--- src/rtl/rcmr_pkg.sv ---
// rcmr_pkg: constants, carriers and states of the manufacturer command responder.
// assumes a 25 MHz system clock and a host-driven SMBus clock.
`default_nettype none
package rcmr_pkg;
  localparam int unsigned CLK_HZ = 25_000_000;
  localparam logic [6:0] SLAVE_ADDR = 7'h58;
  localparam logic [7:0] CMD_FAN = 8'hD3;
  localparam logic [7:0] CMD_INPUT = 8'hD4;
  localparam logic [7:0] CMD_FWREV = 8'hD5;
  localparam logic [7:0] CMD_TIMER = 8'hD6;
  localparam logic [7:0] CMD_EEPROM = 8'hD9;
  localparam logic [7:0] CMD_TEST = 8'hDF;
  localparam logic [7:0] LEN_FAN = 8'h06;
  localparam logic [7:0] LEN_INPUT = 8'h0E;
  localparam logic [7:0] LEN_FWREV = 8'h03;
  localparam logic [7:0] LEN_TIMER = 8'h04;
  localparam int EE_DEPTH = 128;
  localparam logic [7:0] TEST_RESET = 8'h00;
  localparam int TB_LEDTEST = 0;
  localparam int TB_SERVICE = 1;
  localparam int TB_ORING = 4;
  localparam int TB_STRETCH = 7;
  localparam int AB_OTWARN = 4;
  localparam logic [8:0] OT_WARN_MARGIN_C = 9'h005;
  localparam logic [7:0] CRC_POLY = 8'h07;
  localparam int unsigned LEDTEST_ON_MS = 7000;
  localparam int unsigned LEDTEST_OFF_MS = 2000;
  localparam int unsigned SERVICE_ON_MS = 500;
  localparam int unsigned SERVICE_OFF_MS = 500;
  localparam int unsigned STRETCH_MS = 25;
  localparam int unsigned CC_HOLD_S = 20;
  localparam int unsigned HOUR_S = 3600;
  localparam int unsigned MS_CYC = CLK_HZ / 1000;
  localparam int unsigned LEDTEST_ON_CYC = LEDTEST_ON_MS * MS_CYC;
  localparam int unsigned LEDTEST_OFF_CYC = LEDTEST_OFF_MS * MS_CYC;
  localparam int unsigned SERVICE_ON_CYC = SERVICE_ON_MS * MS_CYC;
  localparam int unsigned SERVICE_OFF_CYC = SERVICE_OFF_MS * MS_CYC;
  localparam int unsigned STRETCH_CYC = STRETCH_MS * MS_CYC;
  localparam int unsigned CC_HOLD_CYC = CC_HOLD_S * CLK_HZ;
  localparam longint unsigned HOUR_CYC = 64'(HOUR_S) * 64'(CLK_HZ);

  typedef struct packed {
    logic [15:0] pwrIn;
    logic [2:0][15:0] iPh;
    logic [2:0][15:0] vPh;
    logic [15:0] fan2Rpm;
    logic [15:0] fan1Rpm;
    logic [15:0] fanPct;
    logic [2:0][7:0] fwRev;
  } rcmr_meas_t;

  typedef struct packed {
    logic powerLimit;
    logic primaryFault;
    logic overtempShutdownFlag;
    logic inOvercurrent;
    logic overvoltageShutdownFlag;
    logic outputVoltageRangeFlag;
    logic inputVoltageRangeFlag;
  } rcmr_alarm_in_t;

  typedef enum logic [2:0] {ST_IDLE, ST_RX, ST_ACKOUT, ST_TX, ST_ACKIN} rcmr_state_t;
endpackage
`default_nettype wire

--- src/rtl/rcmr_crc8.sv ---
// rcmr_crc8: one byte step of the SMBus packet error code.
// purely combinational; the caller holds the running value.
`default_nettype none
module rcmr_crc8 (
  input wire logic [7:0] crcIn,  // running value
  input wire logic [7:0] dataIn, // byte on the wire
  output logic [7:0] crcOut      // updated value
);
  always_comb
  begin
    crcOut = crcIn ^ dataIn;
    for (int i = 0; i < 8; i++)
    begin
      crcOut = crcOut[7] ? ({crcOut[6:0], 1'b0} ^ rcmr_pkg::CRC_POLY) : {crcOut[6:0], 1'b0};
    end
  end
endmodule
`default_nettype wire

--- src/rtl/rcmr_blink.sv ---
// rcmr_blink: on/off flasher, starts lit when enabled, dark at once when not.
// assumes the enable is a register on the same clock.
`default_nettype none
module rcmr_blink #(
  parameter int unsigned ON_CYC = 2,
  parameter int unsigned OFF_CYC = 2
) (
  input wire logic clk, // system clock
  input wire logic rst, // sync reset
  input wire logic en,  // flashing wanted
  output logic led      // lamp drive, registered
);
  logic [31:0] cntReg, cntNext;
  logic phReg, phNext, ledReg, ledNext;

  always_comb
  begin
    cntNext = cntReg + 32'h00000001;
    phNext = phReg;
    if (!en)
    begin
      cntNext = '0;
      phNext = 1'b1;
    end
    else if (phReg && cntReg == ON_CYC - 1)
    begin
      cntNext = '0;
      phNext = 1'b0;
    end
    else if (!phReg && cntReg == OFF_CYC - 1)
    begin
      cntNext = '0;
      phNext = 1'b1;
    end
    ledNext = en & phNext;
  end

  always_ff @(posedge clk)
  begin
    if (rst)
    begin
      cntReg <= '0;
      phReg <= 1'b1;
      ledReg <= 1'b0;
    end
    else
    begin
      cntReg <= cntNext;
      phReg <= phNext;
      ledReg <= ledNext;
    end
  end

  assign led = ledReg;
endmodule
`default_nettype wire

--- src/rtl/rcmr_responder.sv ---
// rcmr_responder: SMBus slave answering the manufacturer commands of a rectifier.
// assumes scl/sda arrive unsynchronised from the host; pins are open drain.
`default_nettype none
////////////////////////////////////////////////////////////////////////////////
module rcmr_responder #(
  parameter int unsigned LEDTEST_ON_CYC = rcmr_pkg::LEDTEST_ON_CYC,
  parameter int unsigned LEDTEST_OFF_CYC = rcmr_pkg::LEDTEST_OFF_CYC,
  parameter int unsigned SERVICE_ON_CYC = rcmr_pkg::SERVICE_ON_CYC,
  parameter int unsigned SERVICE_OFF_CYC = rcmr_pkg::SERVICE_OFF_CYC,
  parameter int unsigned STRETCH_CYC = rcmr_pkg::STRETCH_CYC,
  parameter int unsigned CC_HOLD_CYC = rcmr_pkg::CC_HOLD_CYC,
  parameter longint unsigned HOUR_CYC = rcmr_pkg::HOUR_CYC
) (
  input wire logic clk,                       // 25 MHz clock
  input wire logic rst,                       // sync reset, high
  input wire logic sclIn,                     // bus clock pin level
  input wire logic sdaIn,                     // bus data pin level
  output logic sclOeN,                        // low: pull bus clock low
  output logic sdaOeN,                        // low: pull bus data low
  input wire rcmr_pkg::rcmr_meas_t meas,      // live measurements
  input wire logic fanPresent,                // fan fitted
  input wire logic [7:0] tempC,               // hottest sensor, degrees
  input wire logic [7:0] otShutLimit,         // shutdown level, degrees
  input wire rcmr_pkg::rcmr_alarm_in_t alarmIn, // other alarm sources
  input wire logic internalFault,             // true unit fault
  input wire logic oringFail,                 // isolation test failed
  input wire logic latchOffCfg,               // stored setting: latch off
  input wire logic overload,                  // output in current limit
  output logic [7:0] alarmByteOne,            // first alarm byte
  output logic [3:0] lampTestLeds,            // LED test drive
  output logic serviceLed,                    // ok-to-remove LED
  output logic oringTestReq,                  // OR'ing test running
  output logic oringFailNote,                 // status-only failure note
  output logic unitFault,                     // fault to system
  output logic autoRestart,                   // restart policy
  output logic ccHold,                        // constant-current hold
  output logic overloadTrip                   // overload protection acts
);
  ////////////////////////////////////////////////////////////////////////////
  // pin synchronisers and bus events
  logic sclS1, sclS2, sclD, sdaS1, sdaS2, sdaD;
  always_ff @(posedge clk)
  begin
    if (rst)
    begin
      {sclS1, sclS2, sclD, sdaS1, sdaS2, sdaD} <= 6'h3F;
    end
    else
    begin
      {sclS1, sclS2, sclD} <= {sclIn, sclS1, sclS2};
      {sdaS1, sdaS2, sdaD} <= {sdaIn, sdaS1, sdaS2};
    end
  end
  logic sclRise, sclFall, startCond, stopCond;
  assign sclRise = sclS2 & ~sclD;
  assign sclFall = ~sclS2 & sclD;
  assign startCond = sclS2 & sclD & sdaD & ~sdaS2;
  assign stopCond = sclS2 & sclD & ~sdaD & sdaS2;

  ////////////////////////////////////////////////////////////////////////////
  // bus engine
  rcmr_pkg::rcmr_state_t stReg, stNext;
  logic [3:0] bitReg, bitNext;
  logic [7:0] shReg, shNext, txCur, txCurNext, cmdReg, cmdNext, wIdx, wIdxNext;
  logic [7:0] rIdx, rIdxNext, crcReg, crcNext, eeCnt, eeCntNext, testReg, testNext;
  logic [7:0] pendReg, pendNext, txByte, crcOut;
  logic [6:0] eeLoc, eeLocNext;
  logic isAddr, isAddrNext, rdMode, rdModeNext, pendOk, pendOkNext;
  logic sdaOeNNext, sclOeNNext, memWe;
  logic [31:0] strReg, strNext;
  logic [7:0] mem [rcmr_pkg::EE_DEPTH];
  logic [6:0] memAddr;

  rcmr_crc8 uCrc (
    .crcIn(crcReg),
    .dataIn(stReg == rcmr_pkg::ST_TX ? txCur : shReg),
    .crcOut(crcOut)
  );

  always_comb
  begin
    {stNext, bitNext, shNext, txCurNext} = {stReg, bitReg, shReg, txCur};
    {cmdNext, wIdxNext, rIdxNext, crcNext} = {cmdReg, wIdx, rIdx, crcReg};
    {eeCntNext, eeLocNext, testNext, pendNext} = {eeCnt, eeLoc, testReg, pendReg};
    {isAddrNext, rdModeNext, pendOkNext} = {isAddr, rdMode, pendOk};
    strNext = (strReg != 0) ? strReg - 32'h00000001 : '0;
    memWe = 1'b0;
    memAddr = 7'(eeLoc + 7'(wIdx - 8'h03));
    if (startCond)
    begin
      if (stReg == rcmr_pkg::ST_IDLE)
        crcNext = 8'h00;
      stNext = rcmr_pkg::ST_RX;
      isAddrNext = 1'b1;
      bitNext = '0;
    end
    else if (stopCond)
    begin
      // the test byte takes effect only once its PEC checks out
      if (pendOk && crcReg == 8'h00 && wIdx == 8'h03)
        testNext = pendReg;
      pendOkNext = 1'b0;
      stNext = rcmr_pkg::ST_IDLE;
    end
    else
    begin
      unique case (stReg)
        rcmr_pkg::ST_IDLE: ;
        rcmr_pkg::ST_RX:
          if (sclRise)
          begin
            shNext = {shReg[6:0], sdaS2};
            bitNext = bitReg + 4'h1;
          end
          else if (sclFall && bitReg == 4'h8)
          begin
            crcNext = crcOut;
            bitNext = '0;
            isAddrNext = 1'b0;
            if (isAddr)
            begin
              stNext = (shReg[7:1] == rcmr_pkg::SLAVE_ADDR) ? rcmr_pkg::ST_ACKOUT
                                                            : rcmr_pkg::ST_IDLE;
              rdModeNext = shReg[0];
              rIdxNext = '0;
              if (!shReg[0])
                wIdxNext = '0;
            end
            else
            begin
              stNext = rcmr_pkg::ST_ACKOUT;
              wIdxNext = wIdx + 8'h01;
              if (wIdx == 8'h00)
                cmdNext = shReg;
              else if (wIdx == 8'h01)
              begin
                eeLocNext = shReg[6:0];
                pendNext = shReg;
                pendOkNext = (cmdReg == rcmr_pkg::CMD_TEST);
              end
              else if (wIdx == 8'h02)
                eeCntNext = shReg;
              else if (cmdReg == rcmr_pkg::CMD_EEPROM && (wIdx - 8'h03) < eeCnt)
                memWe = 1'b1;
            end
          end
        rcmr_pkg::ST_ACKOUT:
          if (sclFall)
          begin
            stNext = rdMode ? rcmr_pkg::ST_TX : rcmr_pkg::ST_RX;
            if (rdMode)
            begin
              shNext = txByte;
              txCurNext = txByte;
            end
            if (testReg[rcmr_pkg::TB_STRETCH])
              strNext = STRETCH_CYC;
          end
        rcmr_pkg::ST_TX:
          if (sclFall)
          begin
            shNext = {shReg[6:0], 1'b1};
            bitNext = bitReg + 4'h1;
            if (bitReg == 4'h7)
            begin
              crcNext = crcOut;
              bitNext = '0;
              stNext = rcmr_pkg::ST_ACKIN;
            end
          end
        rcmr_pkg::ST_ACKIN:
          if (sclRise)
          begin
            if (sdaS2)
              stNext = rcmr_pkg::ST_IDLE;
            else
              rIdxNext = rIdx + 8'h01;
          end
          else if (sclFall)
          begin
            stNext = rcmr_pkg::ST_TX;
            shNext = txByte;
            txCurNext = txByte;
          end
      endcase
    end
    sdaOeNNext = !((stNext == rcmr_pkg::ST_ACKOUT) || (stNext == rcmr_pkg::ST_TX && !shNext[7]));
    sclOeNNext = (strNext == 0);
  end

  always_ff @(posedge clk)
  begin
    if (rst)
    begin
      stReg <= rcmr_pkg::ST_IDLE;
      {bitReg, shReg, txCur, cmdReg, wIdx, rIdx, crcReg} <= '0;
      {eeCnt, eeLoc, pendReg, isAddr, rdMode, pendOk, strReg} <= '0;
      testReg <= rcmr_pkg::TEST_RESET;
      sdaOeN <= 1'b1;
      sclOeN <= 1'b1;
    end
    else
    begin
      {stReg, bitReg, shReg, txCur, cmdReg, wIdx, rIdx} <=
        {stNext, bitNext, shNext, txCurNext, cmdNext, wIdxNext, rIdxNext};
      {crcReg, eeCnt, eeLoc, pendReg, testReg} <= {crcNext, eeCntNext, eeLocNext, pendNext, testNext};
      {isAddr, rdMode, pendOk, strReg} <= {isAddrNext, rdModeNext, pendOkNext, strNext};
      sdaOeN <= sdaOeNNext;
      sclOeN <= sclOeNNext;
    end
  end

  // customer storage sits in flops; contents are lost with power
  always_ff @(posedge clk)
  begin
    if (memWe)
      mem[memAddr] <= shReg;
  end

  ////////////////////////////////////////////////////////////////////////////
  // answer bytes: count, data low byte first, then PEC; the test command sends its byte and PEC with no count
  logic [111:0] blk;
  logic [7:0] len;
  logic [31:0] hoursReg, hoursNext;
  logic known;
  always_comb
  begin
    blk = '0;
    len = 8'h00;
    known = 1'b1;
    txByte = 8'hFF;
    unique case (cmdReg)
      rcmr_pkg::CMD_FAN:
        if (fanPresent)
        begin
          blk[47:0] = {meas.fan2Rpm, meas.fan1Rpm, meas.fanPct};
          len = rcmr_pkg::LEN_FAN;
        end
      rcmr_pkg::CMD_INPUT:
      begin
        blk = {meas.pwrIn, meas.iPh, meas.vPh};
        len = rcmr_pkg::LEN_INPUT;
      end
      rcmr_pkg::CMD_FWREV:
      begin
        blk[23:0] = meas.fwRev;
        len = rcmr_pkg::LEN_FWREV;
      end
      rcmr_pkg::CMD_TIMER:
      begin
        blk[31:0] = hoursReg;
        len = rcmr_pkg::LEN_TIMER;
      end
      rcmr_pkg::CMD_EEPROM: len = eeCnt;
      default: known = 1'b0;
    endcase
    if (cmdReg == rcmr_pkg::CMD_TEST)
      txByte = (rIdx == 8'h00) ? testReg : crcReg;
    else if (known)
    begin
      if (rIdx == 8'h00)
        txByte = len;
      else if (rIdx <= len)
        txByte = (cmdReg == rcmr_pkg::CMD_EEPROM) ? mem[7'(eeLoc + 7'(rIdx - 8'h01))]
                                                  : blk[{4'(rIdx - 8'h01), 3'b000} +: 8];
      else if (rIdx == len + 8'h01)
        txByte = crcReg;
    end
  end

  ////////////////////////////////////////////////////////////////////////////
  // run hours, start-up current hold, status outputs
  logic [39:0] preReg, preNext;
  logic [31:0] ccReg, ccNext;
  logic [7:0] alarmNext;
  always_comb
  begin
    preNext = preReg + 40'h0000000001;
    hoursNext = hoursReg;
    if (preReg == 40'(HOUR_CYC - 1))
    begin
      preNext = '0;
      hoursNext = hoursReg + 32'h00000001;
    end
    ccNext = (ccReg < CC_HOLD_CYC) ? ccReg + 32'h00000001 : ccReg;
    alarmNext = {alarmIn.powerLimit, alarmIn.primaryFault, alarmIn.overtempShutdownFlag,
                 ({1'b0, tempC} + rcmr_pkg::OT_WARN_MARGIN_C) >= {1'b0, otShutLimit},
                 alarmIn.inOvercurrent, alarmIn.overvoltageShutdownFlag,
                 alarmIn.outputVoltageRangeFlag, alarmIn.inputVoltageRangeFlag};
  end

  // hours restart at reset: no non-volatile copy is held in this block
  always_ff @(posedge clk)
  begin
    if (rst)
    begin
      {preReg, hoursReg, ccReg, alarmByteOne} <= '0;
      {oringTestReq, oringFailNote, unitFault, autoRestart, ccHold, overloadTrip} <= '0;
    end
    else
    begin
      {preReg, hoursReg, ccReg, alarmByteOne} <= {preNext, hoursNext, ccNext, alarmNext};
      oringTestReq <= testReg[rcmr_pkg::TB_ORING];
      oringFailNote <= oringFail;
      unitFault <= internalFault;
      autoRestart <= !latchOffCfg;
      ccHold <= overload && ccReg < CC_HOLD_CYC;
      overloadTrip <= overload && ccReg >= CC_HOLD_CYC;
    end
  end

  logic testLed;
  rcmr_blink #(.ON_CYC(LEDTEST_ON_CYC), .OFF_CYC(LEDTEST_OFF_CYC)) uLedTest (
    .clk(clk),
    .rst(rst),
    .en(testReg[rcmr_pkg::TB_LEDTEST]),
    .led(testLed)
  );
  assign lampTestLeds = {4{testLed}};
  rcmr_blink #(.ON_CYC(SERVICE_ON_CYC), .OFF_CYC(SERVICE_OFF_CYC)) uService (
    .clk(clk),
    .rst(rst),
    .en(testReg[rcmr_pkg::TB_SERVICE]),
    .led(serviceLed)
  );
endmodule
`default_nettype wire

--- config.mk ---
export PLATFORM = sky130hd
export DESIGN_NAME = rcmr_responder
export DESIGN_NICKNAME = d
export VERILOG_FILES = /design/src/rtl/rcmr_pkg.sv /design/src/rtl/rcmr_crc8.sv /design/src/rtl/rcmr_blink.sv /design/src/rtl/rcmr_responder.sv
export SDC_FILE = /design/constraint.sdc
export NUM_CORES = 2
export LEC_CHECK = 0
export BUFFER_PORTS_ARGS = -buffer_cell sky130_fd_sc_hd__buf_2
export CAP_MARGIN = 20
export CORE_MARGIN = 4
export CORE_UTILIZATION = 45
export CTS_BUF_LIST = sky130_fd_sc_hd__clkbuf_8
export DETAILED_ROUTE_END_ITERATION = 12
export PLACE_DENSITY = 0.63
export SLEW_MARGIN = 10
export SYNTH_ARGS = -nofsm -noshare
export SYNTH_HDL_FRONTEND = slang
export SYNTH_SLANG_ARGS = --single-unit
export TNS_END_PERCENT = 50
--- constraint.sdc ---
create_clock -name clk -period 6.4 [get_ports clk]
set_input_delay 0.96 -clock clk [delete_from_list [all_inputs] [get_ports clk]]
set_output_delay 0.96 -clock clk [all_outputs]
set_load 0.02 [all_outputs]
# Word level (Yosys, flattened, before mapping)
# Memory sizes are Yosys's and may differ from the RTL's.
# Cells that the tools add are included.
dict set report classes {
  shift 1
  n_reduce_logical 51
  mux 109
  n_eq_ne 46
  n_addsub 15
  n_lt_le_gt_ge 5
  n_bitwise 30
}
# operator count
set ops {}
lappend ops {{$mux W8} 34}
lappend ops {{$mux W32} 6}
lappend ops {{$add A32 B1 Y32 const B} 4}
lappend ops {{$shiftx A112 B8 Y8} 1}
lappend ops {{$pmux W24 S4} 1}
lappend ops {{$mux W64} 1}
lappend ops {{$mux W3} 19}
lappend ops {{$eq A8 B8 Y1 const B} 6}
lappend ops {{$mux W48} 1}
lappend ops {{$pmux W8 S2} 3}
lappend ops {{$add A40 B1 Y40 const B} 1}
lappend ops {{$eq A40 B37 Y1 const B} 1}
lappend ops {{$pmux W8 S5} 1}
lappend ops {{$eq A32 B24 Y1 const B} 1}
lappend ops {{$eq A32 B26 Y1 const B} 1}
lappend ops {{$eq A32 B28 Y1 const B} 1}
lappend ops {{$ge A32 B29 Y1 const B} 1}
lappend ops {{$logic_not A32 Y1} 1}
lappend ops {{$lt A32 B29 Y1 const B} 1}
lappend ops {{$pmux W16 S2} 1}
lappend ops {{$pmux W8 S4} 1}
lappend ops {{$reduce_bool A32 Y1} 1}
lappend ops {{$sub A32 B1 Y32 const B} 1}
lappend ops {{$mux W1} 31}
lappend ops {{other kinds (48)} 137}
dict set report totals {
  out_inout_bits 21
  mem_count 1
  mem_bits_rw 1024
  regBits 315
}
# name depth word_bits rd rd_clocked_by_memory_dff write_ports line
set memory_table {}
lappend memory_table {mem 128 8 1 0 1 rcmr_responder.sv:71} ;# logic [7:0] mem [rcmr_pkg::EE_DEPTH];

# Logic depth before layout (Yosys ltp)
dict set report logic_depth {
  depth_word 24
  ltp_mapped 21
  mapped_depth_nobuf 15
}

# Hierarchy
# From an unflattened synthesis, not the netlist that was laid out.
dict set report unflattened {
  hier_cells 4031
  hier_area_um2 58250.9
}
# mod area_each_um2 seq_area_each_um2 cells_per_inst n_inst
set modules_own_cells {}
lappend modules_own_cells {rcmr_responder 54733.7 35554.1 3642 1}
lappend modules_own_cells {{rcmr_blink (uLedTest)} 1676.6 680.7 180 1}
lappend modules_own_cells {{rcmr_blink (uService)} 1634.1 680.7 188 1}
lappend modules_own_cells {rcmr_crc8 206.4 0.0 21 1}

# Least setup slack after synthesis
# Ideal clock, no wire load.
dict set report synth_path {
  kind {reg-to-reg}
  from {register rIdx[0]}
  to {register shReg[0]}
  synth_period_minus_slack_ps 5101
  path_slack_ps 1299
  t_arrival_ps 4973
  stages_incl_launch_ff 22
  setup_time_ps 127
  path_buffers 6
  required_time_ps 6273
  cell_sequence {dfxtp_1 > clkbuf_1 > inv_1 > clkbuf_1 > ha_1 > xnor2_1 > inv_2 > buf_1 > ha_1 > nor2b_1 > o21ai_0 > a21o_1 > buf_2 > buf_2 > buf_1 > mux4_2 > nand2_1 > nand2_1 > o211ai_1 > nand4_1 > and3_1 > o21bai_1}
}
dict set report synth_between {
  elab_chain_cells 11
  word_cells_on_any_way 19
}
# item line
set synth_lines {}
lappend synth_lines {{start, declared} rcmr_responder.sv:65} ;# logic [7:0] rIdx, rIdxNext, crcReg, crcNext, eeCnt, eeCntNext, testReg, testNext;
lappend synth_lines {{start signal, assigned} rcmr_responder.sv:204} ;# {stReg, bitReg, shReg, txCur, cmdReg, wIdx, rIdx} <=
lappend synth_lines {{$sub A7 B1 Y7} rcmr_responder.sv:265} ;# : blk[{4'(rIdx - 8'h01), 3'b000} +: 8];
lappend synth_lines {{$add A7 B7 Y7} rcmr_responder.sv:264} ;# txByte = (cmdReg == rcmr_pkg::CMD_EEPROM) ? mem[7'(eeLoc + 7'(rIdx - 8'h01))]
lappend synth_lines {{$mem_v2 Z128 W8} n/a}
lappend synth_lines {{$mux W8} rcmr_responder.sv:264}
lappend synth_lines {{$mux W8} rcmr_responder.sv:263} ;# else if (rIdx <= len)
lappend synth_lines {{$mux W8} rcmr_responder.sv:261} ;# if (rIdx == 8'h00)
lappend synth_lines {{$mux W8} rcmr_responder.sv:259} ;# else if (known)
lappend synth_lines {{$mux W8 (*)} rcmr_responder.sv:257} ;# if (cmdReg == rcmr_pkg::CMD_TEST)
lappend synth_lines {{$mux W8 (on tied branches)} {rcmr_responder.sv:179, rcmr_responder.sv:151}}
lappend synth_lines {{$mux W8 (on tied branches)} {rcmr_responder.sv:172, rcmr_responder.sv:148}}
lappend synth_lines {{$pmux W8 S4 (*)} rcmr_responder.sv:107} ;# unique case (stReg)
lappend synth_lines {{end signal, assigned} rcmr_responder.sv:204}
lappend synth_lines {{end, declared} rcmr_responder.sv:64} ;# logic [7:0] shReg, shNext, txCur, txCurNext, cmdReg, cmdNext, wIdx, wIdxNext;
# Mark *: on every way between the ends. The rest lies on a longest branch, timed or not. The select of a mux whose other input is x is not followed.
# A chain may end at the register's enable or synchronous reset.

# Worst setup path in the final report
dict set report layout_path {
  from {register rIdx[0]}
  to {register sdaOeN}
}
dict set report layout_between {
  elab_chain_cells 17
  word_cells_on_any_way 25
}
# item line
set layout_lines {}
lappend layout_lines {{$sub A7 B1 Y7} rcmr_responder.sv:265}
lappend layout_lines {{$add A7 B7 Y7} rcmr_responder.sv:264}
lappend layout_lines {{$mem_v2 Z128 W8} n/a}
lappend layout_lines {{$mux W8} rcmr_responder.sv:264}
lappend layout_lines {{$mux W8} rcmr_responder.sv:263}
lappend layout_lines {{$mux W8} rcmr_responder.sv:261}
lappend layout_lines {{$mux W8} rcmr_responder.sv:259}
lappend layout_lines {{$mux W8 (*)} rcmr_responder.sv:257}
lappend layout_lines {{$mux W8 (on tied branches)} {rcmr_responder.sv:179, rcmr_responder.sv:151}}
lappend layout_lines {{$mux W8 (on tied branches)} {rcmr_responder.sv:172, rcmr_responder.sv:148}}
lappend layout_lines {{$pmux W8 S4 (*)} rcmr_responder.sv:107}
lappend layout_lines {{$mux W8 (*)} rcmr_responder.sv:97} ;# else if (stopCond)
lappend layout_lines {{$mux W8 (*)} rcmr_responder.sv:89} ;# if (startCond)
lappend layout_lines {{$logic_not A1 Y1 (*)} rcmr_responder.sv:187} ;# sdaOeNNext = !((stNext == rcmr_pkg::ST_ACKOUT) || (stNext == rcmr_pkg::ST_TX && !shNext[7]));
lappend layout_lines {{$logic_and A1 B1 Y1 (*)} rcmr_responder.sv:187}
lappend layout_lines {{$logic_or A1 B1 Y1 (*)} rcmr_responder.sv:187}
lappend layout_lines {{$logic_not A1 Y1 (*)} rcmr_responder.sv:187}
lappend layout_lines {{end signal, assigned} rcmr_responder.sv:208} ;# sdaOeN <= sdaOeNNext;
lappend layout_lines {{end, declared} rcmr_responder.sv:19} ;# output logic sdaOeN,
# Marks and branches as above.

==> impl_metrics.env <==
export IMPL_worstHoldPathType="input port to flip-flop"
export IMPL_period_needed_ps=5560
export IMPL_ant_nets=0
export IMPL_fillers=10600
export IMPL_fp_dieH_um=365
export IMPL_path_class="flip-flop to flip-flop"
export IMPL_root_buffer="clkbuf_8"
export IMPL_tns_ps=0
export IMPL_clkTransAtPathRegs_ps=60
export IMPL_syn_avg_cell_area_um2=14.5
export IMPL_drc=0
export IMPL_rows=130
export IMPL_slew_headroom=0.237
export IMPL_cts_buffers=209
export IMPL_antenna_found_initial=3
export IMPL_worstMarginPinSlew_ps=1140
export IMPL_start_util=0.455
export IMPL_max_cap_viol_count=0
export IMPL_clkSinkCount=1332
export IMPL_vias_per_cell=5.73
export IMPL_hpwl_um=97600
export IMPL_grt_use_total=0.223
export IMPL_place_ws_ps=948
export IMPL_insertion_delay_ps=920
export IMPL_rsz0062_at_grt="false"
export IMPL_ff_latch_area_mm2=0.0369
export IMPL_yosysSeqAreaShare=0.643
export IMPL_fin_crit_sh=0.869
export IMPL_htree_levels=4
export IMPL_dieArea_mm2=0.133
export IMPL_ctsResizeCount=0
export IMPL_synth_cells=3970
export IMPL_overflow=0
export IMPL_synthArstFlopShare=0
export IMPL_layout_drive_gt1_share=0.219
export IMPL_r2r_slack_ps=840
export IMPL_fin_ws_ps=836
export IMPL_holdBufCountCts=0
export IMPL_min_from="latchOffCfg"
export IMPL_place_port_buffers=236
export IMPL_grt_pass1_vias=34500
export IMPL_cts_setup_buffers=0
export IMPL_die_x_um=365
export IMPL_drtPass1Iterations=5
export IMPL_nets=4556
export IMPL_multi_input_area_mm2=0.0194
export IMPL_setup_viol=0
export IMPL_p_leak_nw=21.8
export IMPL_vias=35100
export IMPL_hold_depth=2
export IMPL_drt_first_iter_violations=3694
export IMPL_cp_start_kind="flip-flop"
export IMPL_synth_cell_types=79
export IMPL_wl_per_cell_um=24.3
export IMPL_wirelength_um=149000
export IMPL_grt_pass1_wl_um=223000
export IMPL_final_common_cell="edfxtp_1"
export IMPL_finClkSkew_ps=41.5
export IMPL_synthToLayoutAreaGrowth_pct=12.9
export IMPL_rr_endpoint="sdaOeN$_SDFF_PP1_"
export IMPL_yosys_warnings=0
export IMPL_worst_r2r_path_depth=15
export IMPL_cts_buffer_depth=3
export IMPL_end_kind="flip-flop"
export IMPL_min_to="autoRestart$_SDFF_PP0_"
export IMPL_irDropWorstVdd_mv=0.168
export IMPL_ys_flop_type="edfxtp_1"
export IMPL_syn_area_mm2=0.0574
export IMPL_cp_max_fo=34
export IMPL_mostFrequentLayoutCells="1,024 x edfxtp_1, 488 x nor2_1, 315 x mux4_2"
export IMPL_worstPathRequired_ps=7200
export IMPL_outcome="finished, final reports clean"
export IMPL_max_freq_mhz=180
export IMPL_synth_edf_count=1024
export IMPL_syn_nets=4242
export IMPL_hold_viol=0
export IMPL_grt_max_degree=97
export IMPL_cp_arrival_ps=6370
export IMPL_cts_tree="done"
export IMPL_coreArea_mm2=0.126
export IMPL_synth_seq_cells=1332
export IMPL_place_gp_congestion=0.918
export IMPL_drv_slew=0
export IMPL_p_per_area_mw_per_mm2=265
export IMPL_io_pins=237
export IMPL_r2r_start="rIdx[0]$_SDFFE_PP0P_"
## sequential cells by signal, summed over array words and instances, names as in the netlist, 4 cells and up
register and cells:
testReg 8, uService.cntReg 32, wIdx 8, eeCnt 8
pendReg 8, txCur 8, rIdx 8, hoursReg 32
strReg 32, ccReg 32, alarmByteOne 8, crcReg 8
cmdReg 8, preReg 40, mem 1024, shReg 8
bitReg 4, uLedTest.cntReg 32
## layout make-up
cell class              instances  area share
flip-flops and latches       1332       0.570
multi-input cells            2340       0.300
clock buffers                 219      0.0465
well taps                    1650      0.0319
repair buffers                317      0.0299
clock inverters               174      0.0167
inverters                      84     0.00487
diodes                          7    0.000270
## cell families after synthesis
logic type               count (synthesis)  synth area share
multiplexers                           410             0.140
buffers and inverters                  298            0.0209
AND/OR/NAND/NOR                       1233             0.101
adder cells (fa/ha/maj)                 57            0.0126
flip-flops                            1332             0.643
AO/OA/AOI/OAI                          404            0.0458
XOR/XNOR                               236            0.0360
## cell usage after synthesis (20+ instances only)
| master | instances | share of area |
|---|---|---|
| a21oi_1 | 131 | 0.011 |
| a221oi_1 | 28 | 0.0043 |
| and2_1 | 20 | 0.0022 |
| and3_1 | 39 | 0.0042 |
| buf_1 | 31 | 0.0020 |
| clkbuf_1 | 154 | 0.010 |
| dfxtp_1 | 308 | 0.11 |
| edfxtp_1 | 1024 | 0.54 |
| ha_1 | 54 | 0.012 |
| inv_1 | 82 | 0.0054 |
| mux2i_1 | 83 | 0.014 |
| mux4_2 | 315 | 0.12 |
| nand2_1 | 237 | 0.015 |
| nand2b_1 | 20 | 0.0022 |
| nand3_1 | 102 | 0.0089 |
| nand4_1 | 50 | 0.0054 |
| nor2_1 | 488 | 0.032 |
| nor2b_1 | 29 | 0.0032 |
| nor3_1 | 76 | 0.0066 |
| nor4_1 | 36 | 0.0039 |
| o21ai_0 | 69 | 0.0060 |
| or3_1 | 60 | 0.0065 |
| xnor2_1 | 132 | 0.020 |
| xor2_1 | 104 | 0.016 |
## metrics by stage
step                      std cells  hold slack [ps]   util  instance area, um2  power [mW]
after floorplan                3970              389      -               57400        10.1
after global placement         5721              439  0.481               60700        10.3
after detailed placement       5721              437  0.481               60700        10.3
after CTS                      6114             78.2  0.513               64800        17.4
after global routing           6122              124  0.513               64800        17.9
final                          6123              203  0.513               64800        17.2
## where the power goes
group	switching (mW)	internal, mW
logic	0.431	0.302
clock network	3.43	3.61
registers	0.0972	9.32
total	3.96	13.2
## how the worst max path moves through the flow
stage | from | to | slack [ps] | depth (start not counted)
2_1_floorplan | rIdx[0]$_SDFFE_PP0P_ | shReg[0]$_SDFFE_PP0P_ | 1300 | 21
3_3_place_gp | rIdx[0]$_SDFFE_PP0P_ | sdaOeN$_SDFF_PP1_ | 930 | 16
3_5_place_dp | rIdx[0]$_SDFFE_PP0P_ | sdaOeN$_SDFF_PP1_ | 950 | 16
4_1_cts | rIdx[0]$_SDFFE_PP0P_ | sdaOeN$_SDFF_PP1_ | 930 | 16
5_1_grt | rIdx[0]$_SDFFE_PP0P_ | sdaOeN$_SDFF_PP1_ | 480 | 15
6_report | rIdx[0]$_SDFFE_PP0P_ | sdaOeN$_SDFF_PP1_ | 840 | 15
## critical path, cell delays in order (launching register included)
cell and delay (ps):
dfxtp_2 310, inv_1 40, buf_4 270, ha_1 290
xnor2_1 120, inv_2 390, ha_1 450, nor2b_1 200
o21ai_0 320, a21o_4 660, mux4_2 620, mux2i_1 500
o21ai_0 230, o41ai_1 640, o31ai_1 180, a21o_1 210
## per-layer routing
layer / GRT usage / share of wire
met5: 0 / 0
met4: 0.0734 / 0.030
met3: 0.0439 / 0.072
met2: 0.353 / 0.47
met1: 0.312 / 0.43
No activity file was read; power rests on OpenSTA's default activity.
